### src/mlc_regs.svh
// Offsets, field positions, reset values and timing counts of the module control block.
`ifndef MLC_REGS_SVH
`define MLC_REGS_SVH
`define MLC_WB_CTRL 8'h00
`define MLC_WB_STAT 8'h04
`define MLC_WB_ISTAT 8'h08
`define MLC_WB_IMASK 8'h0C
`define MLC_WB_THR 8'h10
`define MLC_CTRL_TXDIS 0
`define MLC_THR_RST 8'h20
`define MLC_EV_W 3
`define MLC_EV_DONE 0
`define MLC_EV_LOS 1
`define MLC_EV_HOST 2
`define MLC_HF_W 2
`define MLC_TW_STAT 3'h0
`define MLC_TW_FLAGS 3'h1
`define MLC_TW_LOSS 3'h2
`define MLC_TW_CTRL 3'h3
`define MLC_TW_ADDR 7'h50
`define MLC_CLK_NS 20
`define MLC_INIT_MS 2000
`define MLC_INIT_CYC (`MLC_INIT_MS * 1000000 / `MLC_CLK_NS)
`define MLC_RST_MIN_NS 10000
`define MLC_RST_MIN_CYC ((`MLC_RST_MIN_NS + `MLC_CLK_NS - 1) / `MLC_CLK_NS)
`endif

### src/mlc_pkg.sv
// Types shared by the module control block.
package mlc_pkg;
  typedef enum logic [2:0] {
    TW_IDLE = 3'b000,
    TW_DEV = 3'b001,
    TW_ACK = 3'b010,
    TW_WR = 3'b011,
    TW_RD = 3'b100,
    TW_RACK = 3'b101
  } mlc_tw_state_t;
endpackage

### src/mlc_ctrl.sv
// Low-speed control of an optical module: 2-wire slave, reset sequencing, interrupts and register bus.
//
// Added by the designer: the Wishbone register port and the register offsets.
`timescale 1ns/1ps
`include "mlc_regs.svh"
// Summary of operation
// - Answer 2-wire traffic only while module select is held low.
// - Reset pin low beyond minimum pulse returns all settings to defaults.
// - At reset end clear data-not-ready first, then assert the interrupt.
// - Power-up raises the same reset-complete interrupt without a reset pulse.
// - Interrupt pin goes low for faults or critical status.
// - Interrupt pin only pulls low; the host supplies the pull-up.
// - Transmitter off when the pin or the serial control bit asks.
// - Loss-of-signal alarm when any received lane is below threshold.
// - Each received lane level is readable over 2-wire.
// - Low-power input selects the permitted power limit.
// - Presence line is tied to ground while the module is inserted.
// - Seven low-speed signals: select, clock, data, reset, low power, presence, interrupt.
// - Fully functional at most 2000 ms after power is good.
module mlc_ctrl #(
  parameter int unsigned INIT_CYCLES = `MLC_INIT_CYC,
  parameter int unsigned RST_MIN_CYCLES = `MLC_RST_MIN_CYC,
  parameter logic [6:0] DEV_ADDR = `MLC_TW_ADDR,
  parameter int LANES = 4
) (
  input wire logic clk_sys,
  input wire logic srst,
  input wire logic [7:0] wb_adr_i,
  input wire logic [31:0] wb_dat_i,
  output logic [31:0] wb_dat_o,
  input wire logic [3:0] wb_sel_i,
  input wire logic wb_we_i,
  input wire logic wb_cyc_i,
  input wire logic wb_stb_i,
  output logic wb_ack_o,
  output logic irq,
  input wire logic module_select_n,
  input wire logic module_reset_n,
  input wire logic low_power_request,
  input wire logic transmit_disable,
  input wire logic scl_in,
  input wire logic sda_in,
  output logic sda_out,
  output logic sda_oe,
  output logic module_present_n_o,
  output logic module_present_n_oe,
  input wire logic module_irq_n_i,
  output logic module_irq_n_o,
  output logic module_irq_n_oe,
  output logic tx_output_off,
  output logic power_limit_low,
  output logic receive_signal_loss,
  input wire logic [LANES*8-1:0] rx_level_flat
);
  logic [6:0] pin_s;
  logic scl_s, sda_s, sel_n_s, rst_n_s, transmit_disable_s, lpm_s, irq_line_n_s;
  logic dev_rst, init_done, dnr;
  logic scl_d_r, sda_d_r;
  logic scl_rise, scl_fall, start_c, stop_c;
  mlc_pkg::mlc_tw_state_t state_r;
  logic [3:0] bitcnt_r;
  logic [7:0] shift_r, tx_r, tw_rdata;
  logic [2:0] ptr_r;
  logic ptr_valid_r, rw_r, sda_oe_r, flag_rd_clr;
  logic tw_we_r;
  logic [2:0] tw_wadr_r;
  logic [7:0] tw_wdat_r;
  logic ctrl_txdis_r;
  logic [7:0] thr_r;
  logic [`MLC_EV_W-1:0] istat_r, imask_r, ev;
  logic [`MLC_HF_W-1:0] hflag_r;
  logic [LANES-1:0] lane_loss;
  logic los_r, los_rise, irq_pin_r, ack_r, wb_req, wb_wr;

  // Seven low-speed signals. Every pin from the host passes two flops before any logic reads it.
  mlc_sync #(.W(7), .INIT(7'h7F)) u_sync (
    .clk_sys(clk_sys),
    .srst(srst),
    .d_i({scl_in, sda_in, module_select_n, module_reset_n, transmit_disable, low_power_request, module_irq_n_i}),
    .q_o(pin_s)
  );
  assign {scl_s, sda_s, sel_n_s, rst_n_s, transmit_disable_s, lpm_s, irq_line_n_s} = pin_s;

  // Reset pin filter and power-up timer; srst plays the part of power-good.
  mlc_init #(.INIT_CYCLES(INIT_CYCLES), .RST_MIN_CYCLES(RST_MIN_CYCLES)) u_init (
    .clk_sys(clk_sys),
    .srst(srst),
    .reset_n_s(rst_n_s),
    .dev_rst(dev_rst),
    .init_done(init_done),
    .data_not_ready(dnr)
  );

  // Edge finding on the sampled serial clock and data.
  always_ff @(posedge clk_sys) begin
    if (srst) begin
      scl_d_r <= 1'b1;
      sda_d_r <= 1'b1;
    end else begin
      scl_d_r <= scl_s;
      sda_d_r <= sda_s;
    end
  end
  assign scl_rise = scl_s && !scl_d_r;
  assign scl_fall = !scl_s && scl_d_r;
  assign start_c = scl_s && scl_d_r && sda_d_r && !sda_s;
  assign stop_c = scl_s && scl_d_r && !sda_d_r && sda_s;

  // Presence grounded. The line is pulled low for as long as the module sits in its slot.
  assign module_present_n_o = 1'b0;
  assign module_present_n_oe = 1'b1;
  // Open-drain pins. Data and interrupt only ever pull low.
  assign sda_out = 1'b0;
  assign module_irq_n_o = 1'b0;
  assign sda_oe = sda_oe_r;
  assign module_irq_n_oe = irq_pin_r;

  // Serial read map: status, flags, lane loss, control and lane levels.
  always_comb begin
    tw_rdata = 8'h00;
    if (ptr_r[2]) begin
      tw_rdata = rx_level_flat[ptr_r[1:0]*8 +: 8];
    end else if (ptr_r == `MLC_TW_STAT) begin
      tw_rdata = {7'h00, dnr};
    end else if (ptr_r == `MLC_TW_FLAGS) begin
      tw_rdata = {6'h00, hflag_r};
    end else if (ptr_r == `MLC_TW_LOSS) begin
      tw_rdata = 8'(lane_loss);
    end else begin
      tw_rdata = {7'h00, ctrl_txdis_r};
    end
  end

  // Select gating. A raised select or a stop drops any transfer in flight.
  always_ff @(posedge clk_sys) begin
    tw_we_r <= 1'b0;
    flag_rd_clr <= 1'b0;
    if (srst || sel_n_s || stop_c) begin
      state_r <= mlc_pkg::TW_IDLE;
      sda_oe_r <= 1'b0;
      bitcnt_r <= 4'h0;
      ptr_valid_r <= 1'b0;
      rw_r <= 1'b0;
      if (srst) begin
        ptr_r <= 3'h0;
        shift_r <= 8'h00;
        tx_r <= 8'hFF;
        tw_wadr_r <= 3'h0;
        tw_wdat_r <= 8'h00;
      end
    end else if (start_c) begin
      state_r <= mlc_pkg::TW_DEV;
      sda_oe_r <= 1'b0;
      bitcnt_r <= 4'h0;
      ptr_valid_r <= 1'b0;
      rw_r <= 1'b0;
    end else begin
      unique case (state_r)
        mlc_pkg::TW_IDLE: begin
          sda_oe_r <= 1'b0;
        end
        mlc_pkg::TW_DEV, mlc_pkg::TW_WR: begin
          if (scl_rise) begin
            shift_r <= {shift_r[6:0], sda_s};
            bitcnt_r <= bitcnt_r + 4'h1;
          end else if (scl_fall && bitcnt_r == 4'h8) begin
            bitcnt_r <= 4'h0;
            if (state_r == mlc_pkg::TW_DEV) begin
              // Only our own address is acknowledged.
              state_r <= (shift_r[7:1] == DEV_ADDR) ? mlc_pkg::TW_ACK : mlc_pkg::TW_IDLE;
              sda_oe_r <= (shift_r[7:1] == DEV_ADDR);
              rw_r <= shift_r[0];
            end else begin
              state_r <= mlc_pkg::TW_ACK;
              sda_oe_r <= 1'b1;
              if (!ptr_valid_r) begin
                ptr_r <= shift_r[2:0];
                ptr_valid_r <= 1'b1;
              end else begin
                tw_we_r <= 1'b1;
                tw_wadr_r <= ptr_r;
                tw_wdat_r <= shift_r;
                ptr_r <= ptr_r + 3'h1;
              end
            end
          end
        end
        mlc_pkg::TW_ACK: begin
          if (scl_fall) begin
            bitcnt_r <= 4'h0;
            if (rw_r) begin
              state_r <= mlc_pkg::TW_RD;
              tx_r <= tw_rdata;
              sda_oe_r <= !tw_rdata[7];
              ptr_r <= ptr_r + 3'h1;
              flag_rd_clr <= (ptr_r == `MLC_TW_FLAGS);
            end else begin
              state_r <= mlc_pkg::TW_WR;
              sda_oe_r <= 1'b0;
            end
          end
        end
        mlc_pkg::TW_RD: begin
          if (scl_rise) begin
            bitcnt_r <= bitcnt_r + 4'h1;
          end else if (scl_fall && bitcnt_r == 4'h8) begin
            state_r <= mlc_pkg::TW_RACK;
            sda_oe_r <= 1'b0;
            bitcnt_r <= 4'h0;
          end else if (scl_fall) begin
            sda_oe_r <= !tx_r[6];
            tx_r <= {tx_r[6:0], 1'b1};
          end
        end
        mlc_pkg::TW_RACK: begin
          // A not-acknowledge ends the read; an acknowledge fetches the next byte.
          if (scl_rise && sda_s) begin
            state_r <= mlc_pkg::TW_IDLE;
          end else if (scl_fall) begin
            state_r <= mlc_pkg::TW_RD;
            tx_r <= tw_rdata;
            sda_oe_r <= !tw_rdata[7];
            ptr_r <= ptr_r + 3'h1;
            flag_rd_clr <= (ptr_r == `MLC_TW_FLAGS);
          end
        end
        default: begin
          state_r <= mlc_pkg::TW_IDLE;
          sda_oe_r <= 1'b0;
        end
      endcase
    end
  end

  // Lane loss detect. Each lane level is compared with the threshold.
  for (genvar i = 0; i < LANES; i++) begin : g_lane
    assign lane_loss[i] = rx_level_flat[i*8 +: 8] < thr_r;
  end
  assign los_rise = (|lane_loss) && !los_r;

  // Transmitter disable. Either source turns the output off; power limit follows the pin.
  always_ff @(posedge clk_sys) begin
    if (srst) begin
      los_r <= 1'b0;
      tx_output_off <= 1'b1;
      power_limit_low <= 1'b1;
    end else begin
      los_r <= |lane_loss;
      tx_output_off <= transmit_disable_s || ctrl_txdis_r;
      power_limit_low <= lpm_s;
    end
  end
  assign receive_signal_loss = los_r;

  // Settings to defaults. A serial write wins over a bus write in the same cycle.
  always_ff @(posedge clk_sys) begin
    if (srst || dev_rst) begin
      ctrl_txdis_r <= 1'b0;
      thr_r <= `MLC_THR_RST;
      imask_r <= '0;
    end else if (tw_we_r && tw_wadr_r == `MLC_TW_CTRL) begin
      ctrl_txdis_r <= tw_wdat_r[`MLC_CTRL_TXDIS];
    end else if (wb_wr) begin
      if (wb_adr_i == `MLC_WB_CTRL) begin
        ctrl_txdis_r <= wb_dat_i[`MLC_CTRL_TXDIS];
      end
      if (wb_adr_i == `MLC_WB_THR) begin
        thr_r <= wb_dat_i[7:0];
      end
      if (wb_adr_i == `MLC_WB_IMASK) begin
        imask_r <= wb_dat_i[`MLC_EV_W-1:0];
      end
    end
  end

  // Interrupt pin. Loss and done flags; a read clears only the bits it reported, so a late event survives.
  always_ff @(posedge clk_sys) begin
    if (srst || dev_rst) begin
      hflag_r <= '0;
      irq_pin_r <= 1'b0;
    end else begin
      hflag_r <= (hflag_r & ~(flag_rd_clr ? tx_r[`MLC_HF_W-1:0] : '0)) | {los_rise, init_done};
      irq_pin_r <= |hflag_r;
    end
  end

  // Internal events for firmware: set wins over a write-one clear.
  assign ev[`MLC_EV_DONE] = init_done;
  assign ev[`MLC_EV_LOS] = los_rise;
  assign ev[`MLC_EV_HOST] = tw_we_r;
  always_ff @(posedge clk_sys) begin
    if (srst) begin
      istat_r <= '0;
      irq <= 1'b0;
    end else begin
      istat_r <= (istat_r & ~((wb_wr && wb_adr_i == `MLC_WB_ISTAT) ? wb_dat_i[`MLC_EV_W-1:0] : '0)) | ev;
      irq <= |(istat_r & imask_r);
    end
  end

  // Classic single-cycle slave: ack one cycle after the strobe, unmapped reads give zero.
  assign wb_req = wb_cyc_i && wb_stb_i && !ack_r;
  assign wb_wr = wb_req && wb_we_i && wb_sel_i[0];
  assign wb_ack_o = ack_r;
  always_ff @(posedge clk_sys) begin
    if (srst) begin
      ack_r <= 1'b0;
      wb_dat_o <= 32'h0;
    end else begin
      ack_r <= wb_req;
      if (wb_req) begin
        unique case (wb_adr_i)
          `MLC_WB_CTRL: wb_dat_o <= {31'h0, ctrl_txdis_r};
          `MLC_WB_STAT: wb_dat_o <= {20'h0, 4'(lane_loss), 3'h0, !irq_line_n_s, los_r, tx_output_off,
            power_limit_low, dnr};
          `MLC_WB_ISTAT: wb_dat_o <= 32'(istat_r);
          `MLC_WB_IMASK: wb_dat_o <= 32'(imask_r);
          `MLC_WB_THR: wb_dat_o <= {24'h0, thr_r};
          default: wb_dat_o <= 32'h0;
        endcase
      end
    end
  end
endmodule // mlc_ctrl

### src/mlc_init.sv
// Reset pin filter and initialisation timer that produces the reset-complete event.
`timescale 1ns/1ps
`include "mlc_regs.svh"
module mlc_init #(
  parameter int unsigned INIT_CYCLES = `MLC_INIT_CYC,
  parameter int unsigned RST_MIN_CYCLES = `MLC_RST_MIN_CYC
) (
  input wire logic clk_sys,
  input wire logic srst,
  input wire logic reset_n_s,
  output logic dev_rst,
  output logic init_done,
  output logic data_not_ready
);
  logic [31:0] low_cnt_r;
  logic [31:0] init_cnt_r;

  // Length of the current low pulse on the reset pin, saturating at the minimum.
  always_ff @(posedge clk_sys) begin
    if (srst || reset_n_s) begin
      low_cnt_r <= 32'h0;
    end else if (low_cnt_r != RST_MIN_CYCLES) begin
      low_cnt_r <= low_cnt_r + 32'h1;
    end
  end

  // Long pulse resets. A short glitch never disturbs the settings.
  always_ff @(posedge clk_sys) begin
    if (srst) begin
      dev_rst <= 1'b0;
    end else begin
      dev_rst <= !reset_n_s && (low_cnt_r == RST_MIN_CYCLES);
    end
  end

  // Power-up completion. srst stands for power-good, so power-up runs this same timer.
  // Initialisation time bound. The timer restarts after every full reset.
  always_ff @(posedge clk_sys) begin
    if (srst || dev_rst) begin
      init_cnt_r <= 32'h0;
      data_not_ready <= 1'b1;
      init_done <= 1'b0;
    end else if (data_not_ready && init_cnt_r == INIT_CYCLES - 1) begin
      data_not_ready <= 1'b0;
      init_done <= 1'b1;
    end else begin
      init_cnt_r <= data_not_ready ? init_cnt_r + 32'h1 : init_cnt_r;
      init_done <= 1'b0;
    end
  end
endmodule // mlc_init

### src/mlc_sync.sv
// Two-flop synchroniser for pins that arrive from outside the clock domain.
`timescale 1ns/1ps
module mlc_sync #(
  parameter int W = 1,
  parameter logic [W-1:0] INIT = '1
) (
  input wire logic clk_sys,
  input wire logic srst,
  input wire logic [W-1:0] d_i,
  output logic [W-1:0] q_o
);
  logic [W-1:0] meta_r;

  // The first stage feeds only the second stage.
  always_ff @(posedge clk_sys) begin
    if (srst) begin
      meta_r <= INIT;
      q_o <= INIT;
    end else begin
      meta_r <= d_i;
      q_o <= meta_r;
    end
  end
endmodule // mlc_sync
### config.mk
export PLATFORM = sky130hd
export DESIGN_NAME = mlc_ctrl
export DESIGN_NICKNAME = d
export VERILOG_FILES = /design/src/mlc_pkg.sv /design/src/mlc_ctrl.sv /design/src/mlc_init.sv /design/src/mlc_sync.sv
export VERILOG_INCLUDE_DIRS = /design/src
export SDC_FILE = /design/constraint.sdc
export NUM_CORES = 1
export LEC_CHECK = 0
export BUFFER_PORTS_ARGS = -buffer_cell sky130_fd_sc_hd__buf_2
export CORE_MARGIN = 1.5
export CORE_UTILIZATION = 45
export CTS_CLUSTER_SIZE = 40
export DETAILED_ROUTE_END_ITERATION = 16
export PLACE_DENSITY_LB_ADDON = 0.2
export SLEW_MARGIN = 0
export SYNTH_ARGS = -nofsm -noshare
export SYNTH_HDL_FRONTEND = slang
export SYNTH_SLANG_ARGS = --single-unit
### constraint.sdc
create_clock -name clk_sys -period 2.2 [get_ports clk_sys]
set_input_delay 0.33 -clock clk_sys [delete_from_list [all_inputs] [get_ports clk_sys]]
set_output_delay 0.33 -clock clk_sys [all_outputs]
set_load 0.01 [all_outputs]
==> results of run 1 <==
==> state kept, by name, indices dropped and copies added, names as in the netlist, 7 cells and up <==
| register | cells |
|---|---|
| u_sync.meta_r | 7 |
| thr_r | 8 |
| wb_dat_o | 12 |
| u_sync.q_o | 7 |
| shift_r | 8 |
| u_init.init_cnt_r | 32 |
| tx_r | 7 |
| u_init.low_cnt_r | 32 |
==> cell usage in the layout (no fill, tap or decap), types with 24 or more instances in the layout <==
| master | count |
|---|---|
| sky130_fd_sc_hd__or3_1 | 27 |
| sky130_fd_sc_hd__nand4_1 | 24 |
| sky130_fd_sc_hd__o21ai_0 | 44 |
| sky130_fd_sc_hd__ha_1 | 37 |
| sky130_fd_sc_hd__nand2_1 | 56 |
| sky130_fd_sc_hd__nor2_1 | 94 |
| sky130_fd_sc_hd__a21oi_1 | 65 |
| sky130_fd_sc_hd__nand3_1 | 33 |
| sky130_fd_sc_hd__buf_4 | 37 |
| sky130_fd_sc_hd__dfxtp_1 | 130 |
| sky130_fd_sc_hd__inv_1 | 34 |
| sky130_fd_sc_hd__conb_1 | 24 |
| sky130_fd_sc_hd__nor4_1 | 24 |
| sky130_fd_sc_hd__buf_2 | 79 |
| sky130_fd_sc_hd__xnor2_1 | 32 |
==> critical path: cells and delay by family (launching register included) <==
family	cells	cell delay [ns]
flip-flops	1	0.36
adder cells (fa/ha/maj)	1	0.31
AO/OA/AOI/OAI	2	0.54
multiplexers	1	0.29
buffers and inverters	1	0.11
AND/OR/NAND/NOR	2	0.20
==> logic make-up after synthesis <==
| group | count (synthesis) |
|---|---|
| buffers and inverters | 96 |
| AO/OA/AOI/OAI | 158 |
| other | 2 |
| AND/OR/NAND/NOR | 370 |
| adder cells (fa/ha/maj) | 37 |
| multiplexers | 26 |
| XOR/XNOR | 40 |
| flip-flops | 152 |
==> final timing paths <==
kind,from,endpoint,slack (ns),cells after the start
hold / removal,scl_in,u_sync.meta_r[6],0.09,2
setup / recovery,thr_r[7],tx_r[0],0.15,7
setup reg to reg,thr_r[7],tx_r[0],0.15,7
hold reg to reg,u_sync.meta_r[5],u_sync.q_o[5],0.41,1
==> per-layer routing <==
layer	up-vias	wire [um]	share of wire	track usage
li1	3322	-	-	-
met1	3102	8660	0.47	0.280
met2	181	8390	0.46	0.326
met3	18	1000	0.055	0.0492
met4	2	246	0.013	0.0621
met5	-	8	0.00044	0
==> metrics by stage <==
| stage | setup slack [ns] | util |
|---|---|---|
| after CTS | 0.0764 | 0.533 |
| final | 0.150 | 0.535 |
| after global placement | 0.122 | 0.500 |
| after detailed placement | 0.0904 | 0.500 |
| after global routing | 0.0332 | 0.534 |
| after floorplan | 0.249 | - |
==> final cells by class <==
cell class | instances | share of cell area
clock inverters | 8 | 0.0105
well taps | 225 | 0.0307
multi-input cells | 655 | 0.459
diodes | 2 | 0.000545
flip-flops and latches | 152 | 0.355
repair buffers | 118 | 0.0777
inverters | 34 | 0.0139
clock buffers | 23 | 0.0521
==> report_power, final <==
part | internal, mW | switching, mW
clock | 1.75 | 1.09
sequential | 2.87 | 0.0358
combinational | 0.183 | 0.235
total | 4.80 | 1.36
==> timing repair <==
| item | CTS | global route |
|---|---|---|
| resized for setup | 0 | 3 |
| hold endpoints to repair | 0 | 0 |
| setup endpoints to repair | 0 | 4 |
==> summary by stage, run 1 <==
Pwr
The leakage power is about 3.4 nW. Dividing total power by cell area gives a power density of about 670 nW/um^2. VDD sags by at most between 0.0005 and 0.0006 V.

After layout, the design draws a total of slightly above 6 mW.

Floorplanning
The starting utilization of the core area is 0.457. The core region is roughly 17000 um^2. The die covers approximately 18000 um^2. The floorplan has 48 rows. The die height is approximately 140 um.

The die is 135 um wide. The number of top-level pins is about 130.

Clock tree
Clock latency on the worst-skew pair, taken at its later pin, is 0.42 ns. CTS placed an instance of sky130_fd_sc_hd__clkbuf_16 at the clock tree root. For this design, the CTS-stage hold fixing added 0 buffers.

The buffer depth of the longest clock path is 2. Post-CTS timing repair inserted 0 buffers for setup. The clock-pin slew of the registers on the worst-case setup and hold paths is around 0.060 ns. CTS saw about 150 sinks. The H-tree generated during clock tree synthesis spans 4 levels. TritonCTS built the clock tree. The number of clock buffers added by TritonCTS is 17.

Final layout
The net count reported at finish is around 1100. The number of fillers in the final layout is 1673. The proportion of layout cells with a drive suffix above 1 is 0.190. For this run, the number of standard cells in the final layout without fillers is roughly 1200. Across the whole layout, storage elements account for 3260 um^2. The final non-filler cell area is 9180 um^2. The total area of multi-input combinational cells is about 4200 um^2.

The area growth from synthesis to layout is 17.0%.

Setup path
The standard cell with the maximum stage delay on the critical path is sky130_fd_sc_hd__a2111o_1. The worst setup path is launched from a flop. The delay of the slowest cell on the worst path is about 0.40 ns.

By startpoint and endpoint, the worst setup path is classified as reg2reg. The signal arrival time at the worst endpoint is around 2.2 ns. Traced cell by cell, the critical path runs through inv_1, ha_1, nand2_1, nor2_1, a31oi_1, mux2_2, a2111o_1. Of all nets on the critical path, the largest fanout is 4. Data on the critical path is required at its endpoint by 2.37 ns. The type of destination of the critical path is a flop.

Global route
The via count of the first global-routing pass came to about 6000. The first global-routing pass estimated 29.9 mm of wire. The remaining global-route overflow is 0. The maximum number of pins on one net before global-route repair is 27. The initial antenna violation count came to 3. The overall fraction of global-route tracks in use is 0.206.

Timing
Headroom to the max-slew limit came out at 0.646. The fraction of the cycle the final worst path needs is 0.932. For the final database, setup skew stands at between 0.007 and 0.008 ns.

The worst path in the final design needs a cycle of about 2.0 ns, including I/O delays and setup. Setup repair after global routing left no endpoint under its margin. The total count of hold-check failures in the final report is 0.

The achievable clock frequency is 0.488 GHz. The total of endpoints with negative setup slack in the final report is 0. The final max-slew violation count was 0.

The worst hold slack is around 0.086 ns. At the pin with the least slew margin, the transition time is approximately 0.53 ns. The total negative slack for setup checks is 0 ns.

Placement
Buffers placed on the I/O ports in this run total 79. Once placement finished, the instance area stood at around 8600 um^2. At the end of routability-driven placement, the weighted congestion stood at 0.877. The number of instances in the placed design is 1184. Detailed placement ended at an HPWL of 13.6 mm.

Yosys
Of the total synthesized cell area, the portion taken by full adders, half adders and majority gates is 0.0590. Of the total synthesized cell area, the portion taken by XOR and XNOR cells is 0.0446. Yosys attributes the largest share of cell area to sky130_fd_sc_hd__dfxtp_1 (33%), sky130_fd_sc_hd__edfxtp_1 (8.4%), sky130_fd_sc_hd__ha_1 (5.9%), sky130_fd_sc_hd__nor2_1 (4.5%), sky130_fd_sc_hd__a21oi_1 (4.1%). The count of synthesis-stage warnings from yosys is 0. Of the synthesized area, sequential elements account for 0.416.

After synthesis, the largest family of logic cells by area is simple AND/OR/NAND/NOR gates. A synthesized cell averages just under 9 um^2. The cell accounting for the most synthesized area is sky130_fd_sc_hd__dfxtp_1. The multiplexer area fraction after synthesis is 0.0480.

Sorting the synthesized cells by how often they occur yields sky130_fd_sc_hd__dfxtp_1 (130), sky130_fd_sc_hd__nor2_1 (94), sky130_fd_sc_hd__a21oi_1 (65). After technology mapping, the gate count stands at a little under 900. The area share of the largest cell type after synthesis is 0.332. The number of flops mapped to enable cells by yosys is 22. The share of async-settable or async-resettable flops after synthesis is 0. The flip-flop cell with the highest count after synthesis is sky130_fd_sc_hd__dfxtp_1.

The share of the synthesized area in compound gates (AO/OA/AOI/OAI) came to 0.122. The number of unique standard cell types used by synthesis is between 60 and 70. The number of synthesized register bits is 152. The cell area that synthesis handed to floorplanning was 7850 um^2. Of the total synthesized cell area, the portion taken by AND, OR, NAND and NOR gates is 0.250. In the post-synthesis netlist, the cell with the most instances is sky130_fd_sc_hd__dfxtp_1.

Routing
The final layout contains routed wiring with a total length of approximately 18 mm. The number of violations reported at the end of detailed-routing iteration 0 is about 380. After detailed routing, the number of remaining DRC violations is 0. The final routed wire length divided by cell count is about 15 um.

In the routed layout, each cell is associated on average with a via count of between 5 and 6. The via count is 6625. The detailed-routing iteration count for the pre-antenna-repair pass is 6. The count of antenna-violating nets left after detailed routing is 0.

Flow run
The total of max-cap violations is 0.

Worst hold path
The worst hold path belongs to the class in2reg.

Outcome
The flow ran to the end, and the final reports show no timing, DRC or antenna violations.
Note: power is estimated with default switching activity, not from simulation.
==> run 2: changes to the inputs <==
Settings changed: ABC_AREA set to 1, CORE_MARGIN 1.5 to 5, SYNTH_HIERARCHICAL set to 1.
==> run 2 against run 1 <==
Wire length increased by 27%. Area after synthesis up 16%. Clock skew up 0.0040 ns. First-iteration DRC count grew 49%. Largest cell class unchanged. Largest power group is now clock.
==> summary by stage, run 2 <==
Setup path
Together, buffers and inverters on the worst path number 2. Counting cells, the worst reg-to-reg path comes to 6. The startpoint-to-endpoint class of the critical path is reg2reg. Among all stages on the critical path, the largest delay is contributed by sky130_fd_sc_hd__nor3_2. The startpoint of the most critical register-to-register path is sda_d_r. The family with the most delay on the worst path is simple AND/OR/NAND/NOR gates. The depth of the critical timing path with buffers and inverters included is 6. The worst register-to-register path ends at tx_r[3].

The kind of launch point of the worst setup path is a flop. The type of destination of the critical path is a flop. Along the worst path, the maximum fanout reaches 20. The delay of the slowest cell on the worst path is a little over 0.5 ns. At the worst endpoint, the arrival time is between 1.5 and 2 ns. The signal on the critical path passes through inv_1, nand2_1, o21ai_1, buf_4, o21ai_0, nor3_2. Across all register-to-register paths, the minimum setup slack is approximately 0.34 ns.

At the worst endpoint, the required time is roughly 2.3 ns.

Yosys
The number of unique standard cell types used by synthesis is 48. In the synthesized netlist the async set-or-reset flop fraction comes to 0. After technology mapping, the gate count stands at between 1000 and 1500. During synthesis, Yosys emitted a total of 6 warnings. The biggest area contributor in the post-synthesis netlist is sky130_fd_sc_hd__dfxtp_1. Sorting the synthesized cells by area gives the leading types as sky130_fd_sc_hd__dfxtp_1 (29%), sky130_fd_sc_hd__nand2_1 (16%), sky130_fd_sc_hd__nor2_1 (7.5%), sky130_fd_sc_hd__edfxtp_1 (7.3%), sky130_fd_sc_hd__inv_1 (6.8%). The mapped cell area is 9090 um^2. In the synthesized netlist, the cells that appear most often are sky130_fd_sc_hd__nand2_1 (380), sky130_fd_sc_hd__nor2_1 (182), sky130_fd_sc_hd__inv_1 (165). The xor and xnor area share after synthesis is 0.0164. Among all cell types in the netlist, the one instantiated most often is sky130_fd_sc_hd__nand2_1. The main combinational cell family by area after synthesis is simple AND/OR/NAND/NOR gates. The synthesized design contains 22 enable-type register cells.

The share of synthesized area in the top cell type comes to 0.286. The portion of synthesized area spent on multiplexers is 0. Averaged over all synthesized cells, the footprint is 6.67 um^2. Of the total synthesized cell area, the portion taken by AND, OR, NAND and NOR gates is 0.347. The number of synthesized register bits is ~150. Of the synthesized area, sequential elements account for 0.359. Of the total synthesized cell area, the portion taken by full adders, half adders and majority gates is 0.0509. The most used flip-flop cell after synthesis is sky130_fd_sc_hd__dfxtp_1. The share of the synthesized area in compound gates (AO/OA/AOI/OAI) was 0.118.

Global route
The remaining global-route overflow is 0. For met1 alone, demand over resource in global routing was 0.257. The initial antenna violation count is 0. The maximum number of pins on one net before global-route repair is 29. The overall fraction of global-route tracks in use is 0.199. The global routing's busiest layer is met2.

The via count of the first global-routing pass is approximately 8200. For met2 alone, demand over resource in global routing was 0.341. For met3 alone, demand over resource in global routing was 0.0364. The first-pass GRT wire length is 38.8 mm.

Timing
The total count of hold-check failures in the final report is 0. The actual slew at the worst max-slew pin is 0.582 ns. Clock skew on the completed layout was measured at 0.0117 ns. After layout, the minimum clock period comes to around 1.9 ns. The final max-slew violation count is 0. Setup repair after global routing left no endpoint under its margin. The total of endpoints with negative setup slack in the final report is 0. The achievable clock frequency is about 0.54 GHz.

The worst slew margin relative to its limit is 0.610. The fraction of the cycle the final worst path needs is 0.843.

Floorplanning
The floorplan step set the die width to 152 um. In this run the count of I/O pins placed on the die edge is 131. The initialized floorplan defines 52 standard-cell rows. The die height is ~150 um.

The region available for standard cell placement spans about 20000 um^2. The overall die area is roughly 23000 um^2. The starting utilization of the core area is 0.454.

Final layout
The post-route non-filler standard cell count is between 1500 and 2000. The repair_antennas step left the layout with diodes totalling 0. Of the cells placed in the final design, the portion with a size suffix greater than 1 is 0.126. After routing the design area is slightly above 10000 um^2.

The library cells used most frequently in the layout, excluding fill and tap cells, are sky130_fd_sc_hd__nand2_1 (380), sky130_fd_sc_hd__nor2_1 (182), sky130_fd_sc_hd__inv_1 (165). In the final layout, the registers with the most flip-flops are u_init/init_cnt_r x32, u_init/low_cnt_r x32, wb_dat_o x12. The net count of the finished layout is 1582. The area growth from synthesis to layout is 14.0%. The most frequent standard cell in the layout excluding fill and tap cells is sky130_fd_sc_hd__nand2_1.

Worst hold path
For hold timing, the worst endpoint is u_sync/meta_r[1]. Counting instances, the worst hold path has a depth of 3. In this run the most critical hold path is launched from low_power_request. The classification of the worst-slack hold path is in2reg.

Clock tree
Once the clock tree was built, the setup fixing pass inserted 0 buffers. The clock tree from TritonCTS is done. After clock tree synthesis, the clock-pin slew on the worst setup and hold paths is ~0.060 ns. The tree built by TritonCTS fans out to 152 sinks.

Counting along the longest clock path gives a buffer depth of 2. The number of gates resized after CTS was 0. The clock buffer count from CTS is 17.

The H-tree generated during clock tree synthesis spans 4 levels. The root buffer cell is sky130_fd_sc_hd__clkbuf_16. For the worst-skew pair, the clock arrives at the later sink with an insertion delay of between 0.4 and 0.5 ns. The quantity of hold-fixing buffers added after cts is 0.

Routing
The final routed wire length divided by cell count is 13.3 um. The count of antenna-violating nets left after detailed routing is 0. The first routing iteration left between 500 and 600 violations. The per-cell via count in the routed design is about 5.0.

Summing over every cut layer, the via total after detailed routing is just under 9000. For this run, design rule violations remaining after detail routing come to 0. The final wirelength is about 23 mm. The first detailed-routing pass took 5 iterations.

Placement
The HPWL after detailed placement is approximately 18 mm. Buffers placed on the I/O ports in this run total just under 80. At the end of routability-driven placement, the weighted congestion stood at 0.925. The number of instances in the placed design is between 1500 and 2000. After detailed placement, the total cell area comes to approximately 9800 um^2.

Flow run
The total of max-cap violations is 0.

Pwr
The largest voltage drop on the vdd net is about 0.00050 V. In this run the static leakage power is between 4 and 5 nW. The cell area power density is around 610 nW/um^2.

Outcome
The flow ran to the end, and the final reports show no timing, DRC or antenna violations.
run 2: stage by stage:
stage	TNS, ns	power (mW)	setup WS (ns)	hold slack [ns]	utilization
after floorplan	0	3.23	0.296	0.380	-
after global placement	0	3.36	0.0643	0.389	0.487
after detailed placement	-0.0677	3.37	-0.00975	0.395	0.487
after CTS	0	6.33	0.0340	0.0763	0.517
after global routing	0	6.55	0.103	0.0855	0.517
final	0	6.28	0.345	0.0875	0.517
run 2: worst max path at each step:
stage / from / endpoint / slack (ns)
after floorplan: scl_d_r / tx_r[0] / 0.30
after global placement: srst / tx_r[6] / 0.06
after detailed placement: srst / tx_r[3] / -0.01
after CTS: u_sync/q_o[6] / tx_r[3] / 0.03
after global routing: bitcnt_r[0] / tw_wadr_r[1] / 0.10
final: sda_d_r / tx_r[3] / 0.34
run 2: routing by layer:
layer	wire [um]	part of all wire	vias to the layer above
met2	10900	0.47	207
met3	1060	0.046	31
met5	0	0	-
li1	-	-	4519
met1	10800	0.47	3899
met4	378	0.016	0
run 2: layout make-up:
class                   instances  area [um^2]
fillers                      2036         9670
multi-input cells            1008         4940
flip-flops and latches        152         3260
inverters                     177          669
repair buffers                101          561
clock buffers                  22          485
well taps                     270          338
clock inverters                10          115
run 2: kinds of logic after synthesis:
kind of cell	after synthesis
buffers and inverters	226
AOI/OAI and AO/OA	194
other	2
and+or+nand+nor	736
DFF	152
adders and majority gates	37
xor gates and xnor gates	17
run 2: worst reg2reg max path: stages (launching register included):
cell	delay (ns)
sky130_fd_sc_hd__dfxtp_1	0.30
sky130_fd_sc_hd__inv_1	0.07
sky130_fd_sc_hd__nand2_1	0.05
sky130_fd_sc_hd__o21ai_1	0.16
sky130_fd_sc_hd__buf_4	0.27
sky130_fd_sc_hd__o21ai_0	0.14
sky130_fd_sc_hd__nor3_2	0.51
run 2: power by group:
part | leakage, nW | switching (mW) | total [mW] | internal (mW)
Clock | 0.296 | 1.17 | 2.97 | 1.80
Sequential | 1.26 | 0.0243 | 2.89 | 2.86
Combinational | 2.77 | 0.273 | 0.421 | 0.148
==> run 3: changes to the inputs <==
Settings changed: ABC_AREA 1 to 0.
Clock period 2.2 ns to 1.62 ns, I/O delays scaled along.
==> run 3 against run 2 <==
The run now ends with setup timing left. Count of clock-buffer cells in the layout increased by 2. Non-clock buffer count increased by 146. Critical endpoint is now istat_r[1]. Setup slack got worse by 0.55 ns. Clock power increased by 27%. Global-route usage increased by 0.70 points. Power increased by 35%. Sequential share of layout area decreased by 1.8 points. First-iteration DRC count decreased by 25%. Clock skew decreased by 0.0041 ns. Synthesized cell count decreased by 34%.
==> summary by stage, run 3 <==
Timing
Setup repair after global routing could not meet its margin everywhere. Dividing the final minimum period by the clock period gives 1.13. The total count of hold-check failures in the final report is 0. The total of endpoints with negative setup slack in the final report is 27.

Across all setup checks in the final design, the least slack found is -0.210 ns. The final max-slew violation count is 0. The actual slew at the worst max-slew pin is between 0.5 and 0.6 ns.

The time the worst path needs with I/O delays and setup is around 1.8 ns. The worst slew margin relative to its limit is 0.651. For the final database, setup skew stands at about 0.0076 ns. The achievable clock frequency is between 0.5 and 0.6 GHz.

Floorplanning
In this run the count of I/O pins placed on the die edge is ~130. For this configuration, the core starts out at a cell density of 0.453. The overall die area is 20700 um^2.

The standard-cell row count is between 40 and 50. The width of the die is 144 um. The area of the core is roughly 18000 um^2. The die height is approximately 140 um.

Yosys
After synthesis, the most frequently instantiated cells are sky130_fd_sc_hd__dfxtp_1 (130), sky130_fd_sc_hd__nor2_1 (123), sky130_fd_sc_hd__nand2_1 (57). The cell accounting for the most synthesized area is sky130_fd_sc_hd__dfxtp_1. The mean post-synth cell area is 8.97 um^2. The synthesized design contains 22 enable-type register cells. By instance count, the leading cell after synthesis is sky130_fd_sc_hd__dfxtp_1. In this run the cell area of the synthesized design comes to 8050 um^2.

The area share of fa/ha/maj cells after synthesis is 0.0575. The most used flip-flop cell after synthesis is sky130_fd_sc_hd__dfxtp_1. The simple logic cell fraction of the synthesized area is 0.267. By area the synthesized netlist is led by sky130_fd_sc_hd__dfxtp_1 (32%), sky130_fd_sc_hd__edfxtp_1 (8.2%), sky130_fd_sc_hd__ha_1 (5.8%), sky130_fd_sc_hd__nor2_1 (5.7%), sky130_fd_sc_hd__xor2_1 (4.4%). The number of unique standard cell types used by synthesis is about 70.

The xor and xnor area share after synthesis is 0.0533. For this run, the register share of the synthesized area comes to 0.405. The main combinational cell family by area after synthesis is simple AND/OR/NAND/NOR gates.

After synthesis the netlist holds a flip-flop and latch count of around 150. The portion of synthesized area spent on multiplexers is 0.0485. The share of the synthesized area in compound gates (AO/OA/AOI/OAI) was 0.110.

Counting flops with an async set or reset pin after synthesis yields a share of 0. The number of cells produced by synthesis is 897. For this run, the number of Yosys warnings is 6.

Of the post-synthesis cell area, the dominant cell type holds 0.323.

Clock tree
The clock buffer count from CTS is 17. Clock-pin slew was measured on the worst setup and hold paths at around 0.060 ns. The buffer depth of the longest clock path is 2. TritonCTS built the clock tree. CTS saw between 150 and 200 sinks. The clock tree synthesis step divided the H-tree into 4 levels. The root buffer cell chosen for the clock tree is sky130_fd_sc_hd__clkbuf_16. The clock latency on the worst-skew pair is 0.42 ns.

Setup path
The depth of the worst register-to-register path is 8. The depth of the critical timing path with buffers and inverters included is 8. The standard cell with the maximum stage delay on the critical path is sky130_fd_sc_hd__a2111o_1. The signal on the critical path passes through inv_4, buf_6, ha_4, a2111o_1, a31oi_4, buf_4, nor4_4, a21oi_1.

The cell family contributing the most delay on the critical path is compound AO/OA/AOI/OAI gates. STA puts the critical path data arrival time at between 2 and 2.5 ns. The startpoint of the worst setup timing path is thr_r[1].

In this design, the stage delay of the slowest critical-path cell is around 0.4 ns. STA classifies the critical path startpoint as a flop. The worst setup path is captured at a flop. In this run the worst setup path terminates at istat_r[1]. The reg-to-reg setup timing slack is -0.21 ns. The critical-path maximum fanout is 4. The number of buffer and inverter instances along the worst setup path is 3. The worst setup path is of the reg2reg kind.

The startpoint identified for the worst register-to-register timing path is thr_r[1]. The required time at the endpoint of the critical path is 1.97 ns. In this run the critical register-to-register path is captured at istat_r[1].

Routing
The number of design rule violations left after detail routing is 0. Once detail routing completed, the nets flagged for antenna violations numbered 0. The final wirelength is between 20 and 25 mm. The detailed-routing iteration count for the pre-antenna-repair pass is 5.

The via count is roughly 7400. The final routed wire length divided by cell count is 16.0 um. The number of violations reported at the end of detailed-routing iteration 0 is around 420. Dividing the detail-routed via count by the number of cells gives 5.38.

Placement
The quantity of I/O buffers inserted on ports is slightly below 80. In this run, placement finished with an instance count of roughly 1300. The HPWL after detailed placement is roughly 15 mm. The global placement routability congestion is 0.933.

Global route
The via count of the first global-routing pass is a little over 7000. The first-pass GRT wire length is roughly 34 mm. The met1 track demand over resource in global routing is 0.269.

The global routing usage on met3 is 0.0386. In this run the most used layer during global routing was met2. Entering global routing, the biggest net connects 33 pins. The routing usage on met2 is 0.343. The initial antenna violation count is 0. For this run, the total global-route usage over all layers was measured as 0.206. The remaining global-route overflow is 0.

Final layout
The area growth from synthesis to layout is 38.6%. The proportion of layout cells with a drive suffix above 1 is 0.395. In the final layout, the registers with the most flip-flops are u_init/init_cnt_r x32, u_init/low_cnt_r x32, wb_dat_o x12.

The most frequent standard cell in the layout excluding fill and tap cells is sky130_fd_sc_hd__buf_4. 0 antenna diodes ended up in the layout. In the layout the commonest cells are sky130_fd_sc_hd__buf_4 (140), sky130_fd_sc_hd__nor2_1 (114), sky130_fd_sc_hd__dfxtp_1 (98). The net count reported at finish is between 1000 and 1500. The finished layout holds about 1400 standard cells, fillers aside.

Outcome
The checks that failed: setup timing. The run finished, with violations left.

Pwr
The design draws between 8 and 9 mW. For this design the static power due to leakage is about 4.5 nW. Dividing total power by cell area gives a power density of about 760 nW/um^2. The largest voltage drop on the vdd net is ~0.00085 V.

Flow run
Across the run, the number of max-cap violations was 0.

Worst hold path
The tightest min-delay check is of the in2reg type.
run 3: metal layers:
layer	wire [um]	share of wire
met5	0	0
met4	514	0.023
met3	987	0.045
met2	10700	0.49
met1	9660	0.44
run 3: how the worst min path moves through the flow:
stage	start	endpoint	slack (ns)	depth (start not counted)
global placement	u_sync/meta_r[6]	u_sync/q_o[6]	0.39	1
floorplan	module_irq_n_i	u_sync/meta_r[0]	0.34	1
detailed placement	u_sync/meta_r[6]	u_sync/q_o[6]	0.39	1
global route	scl_in	u_sync/meta_r[6]	0.003	2
CTS	scl_in	u_sync/meta_r[6]	0.01	2
finish	scl_in	u_sync/meta_r[6]	0.02	2
run 3: layout make-up:
| cell class | instances | area [um^2] |
|---|---|---|
| fill | 1522 | 6630 |
| multi-input combinational | 684 | 5150 |
| sequential | 152 | 3310 |
| timing repair buffer | 247 | 1750 |
| clock buffer | 24 | 503 |
| tap | 229 | 287 |
| inverter | 23 | 91.3 |
| clock inverter | 8 | 61.3 |
run 3: cells by family after synthesis:
logic type	Yosys count
other cells	2
flops	152
compound gates	143
mux	29
simple gates	402
xor+xnor	49
fa+ha+maj	37
buf+inv	83
run 3: stage by stage:
step | area [um^2] | setup WS, ns | hold WS [ns] | setup TNS [ns] | util
2_1_floorplan | 8200 | -0.137 | 0.340 | -0.289 | -
3_3_place_gp | 9540 | -0.170 | 0.387 | -6.48 | 0.536
3_5_place_dp | 9540 | -0.218 | 0.392 | -7.87 | 0.536
4_1_cts | 10600 | -0.170 | 0.0104 | -2.17 | 0.597
5_1_grt | 11200 | -0.280 | 0.00264 | -6.17 | 0.627
6_report | 11200 | -0.210 | 0.0172 | -3.00 | 0.627
run 3: what timing repair did:
action	4_1_cts	5_1_grt
gates resized for setup	104	97
setup endpoints to repair	64	98
pin swaps	56	57
gates cloned	1	1
buffers inserted	9	17
hold endpoints to repair	4	0
hold buffers	4	0
run 3: report_power, final:
group          internal [mW]  total, mW  switching, mW
sequential              3.89       3.94         0.0456
combinational          0.374      0.783          0.409
clock                   2.18       3.76           1.58
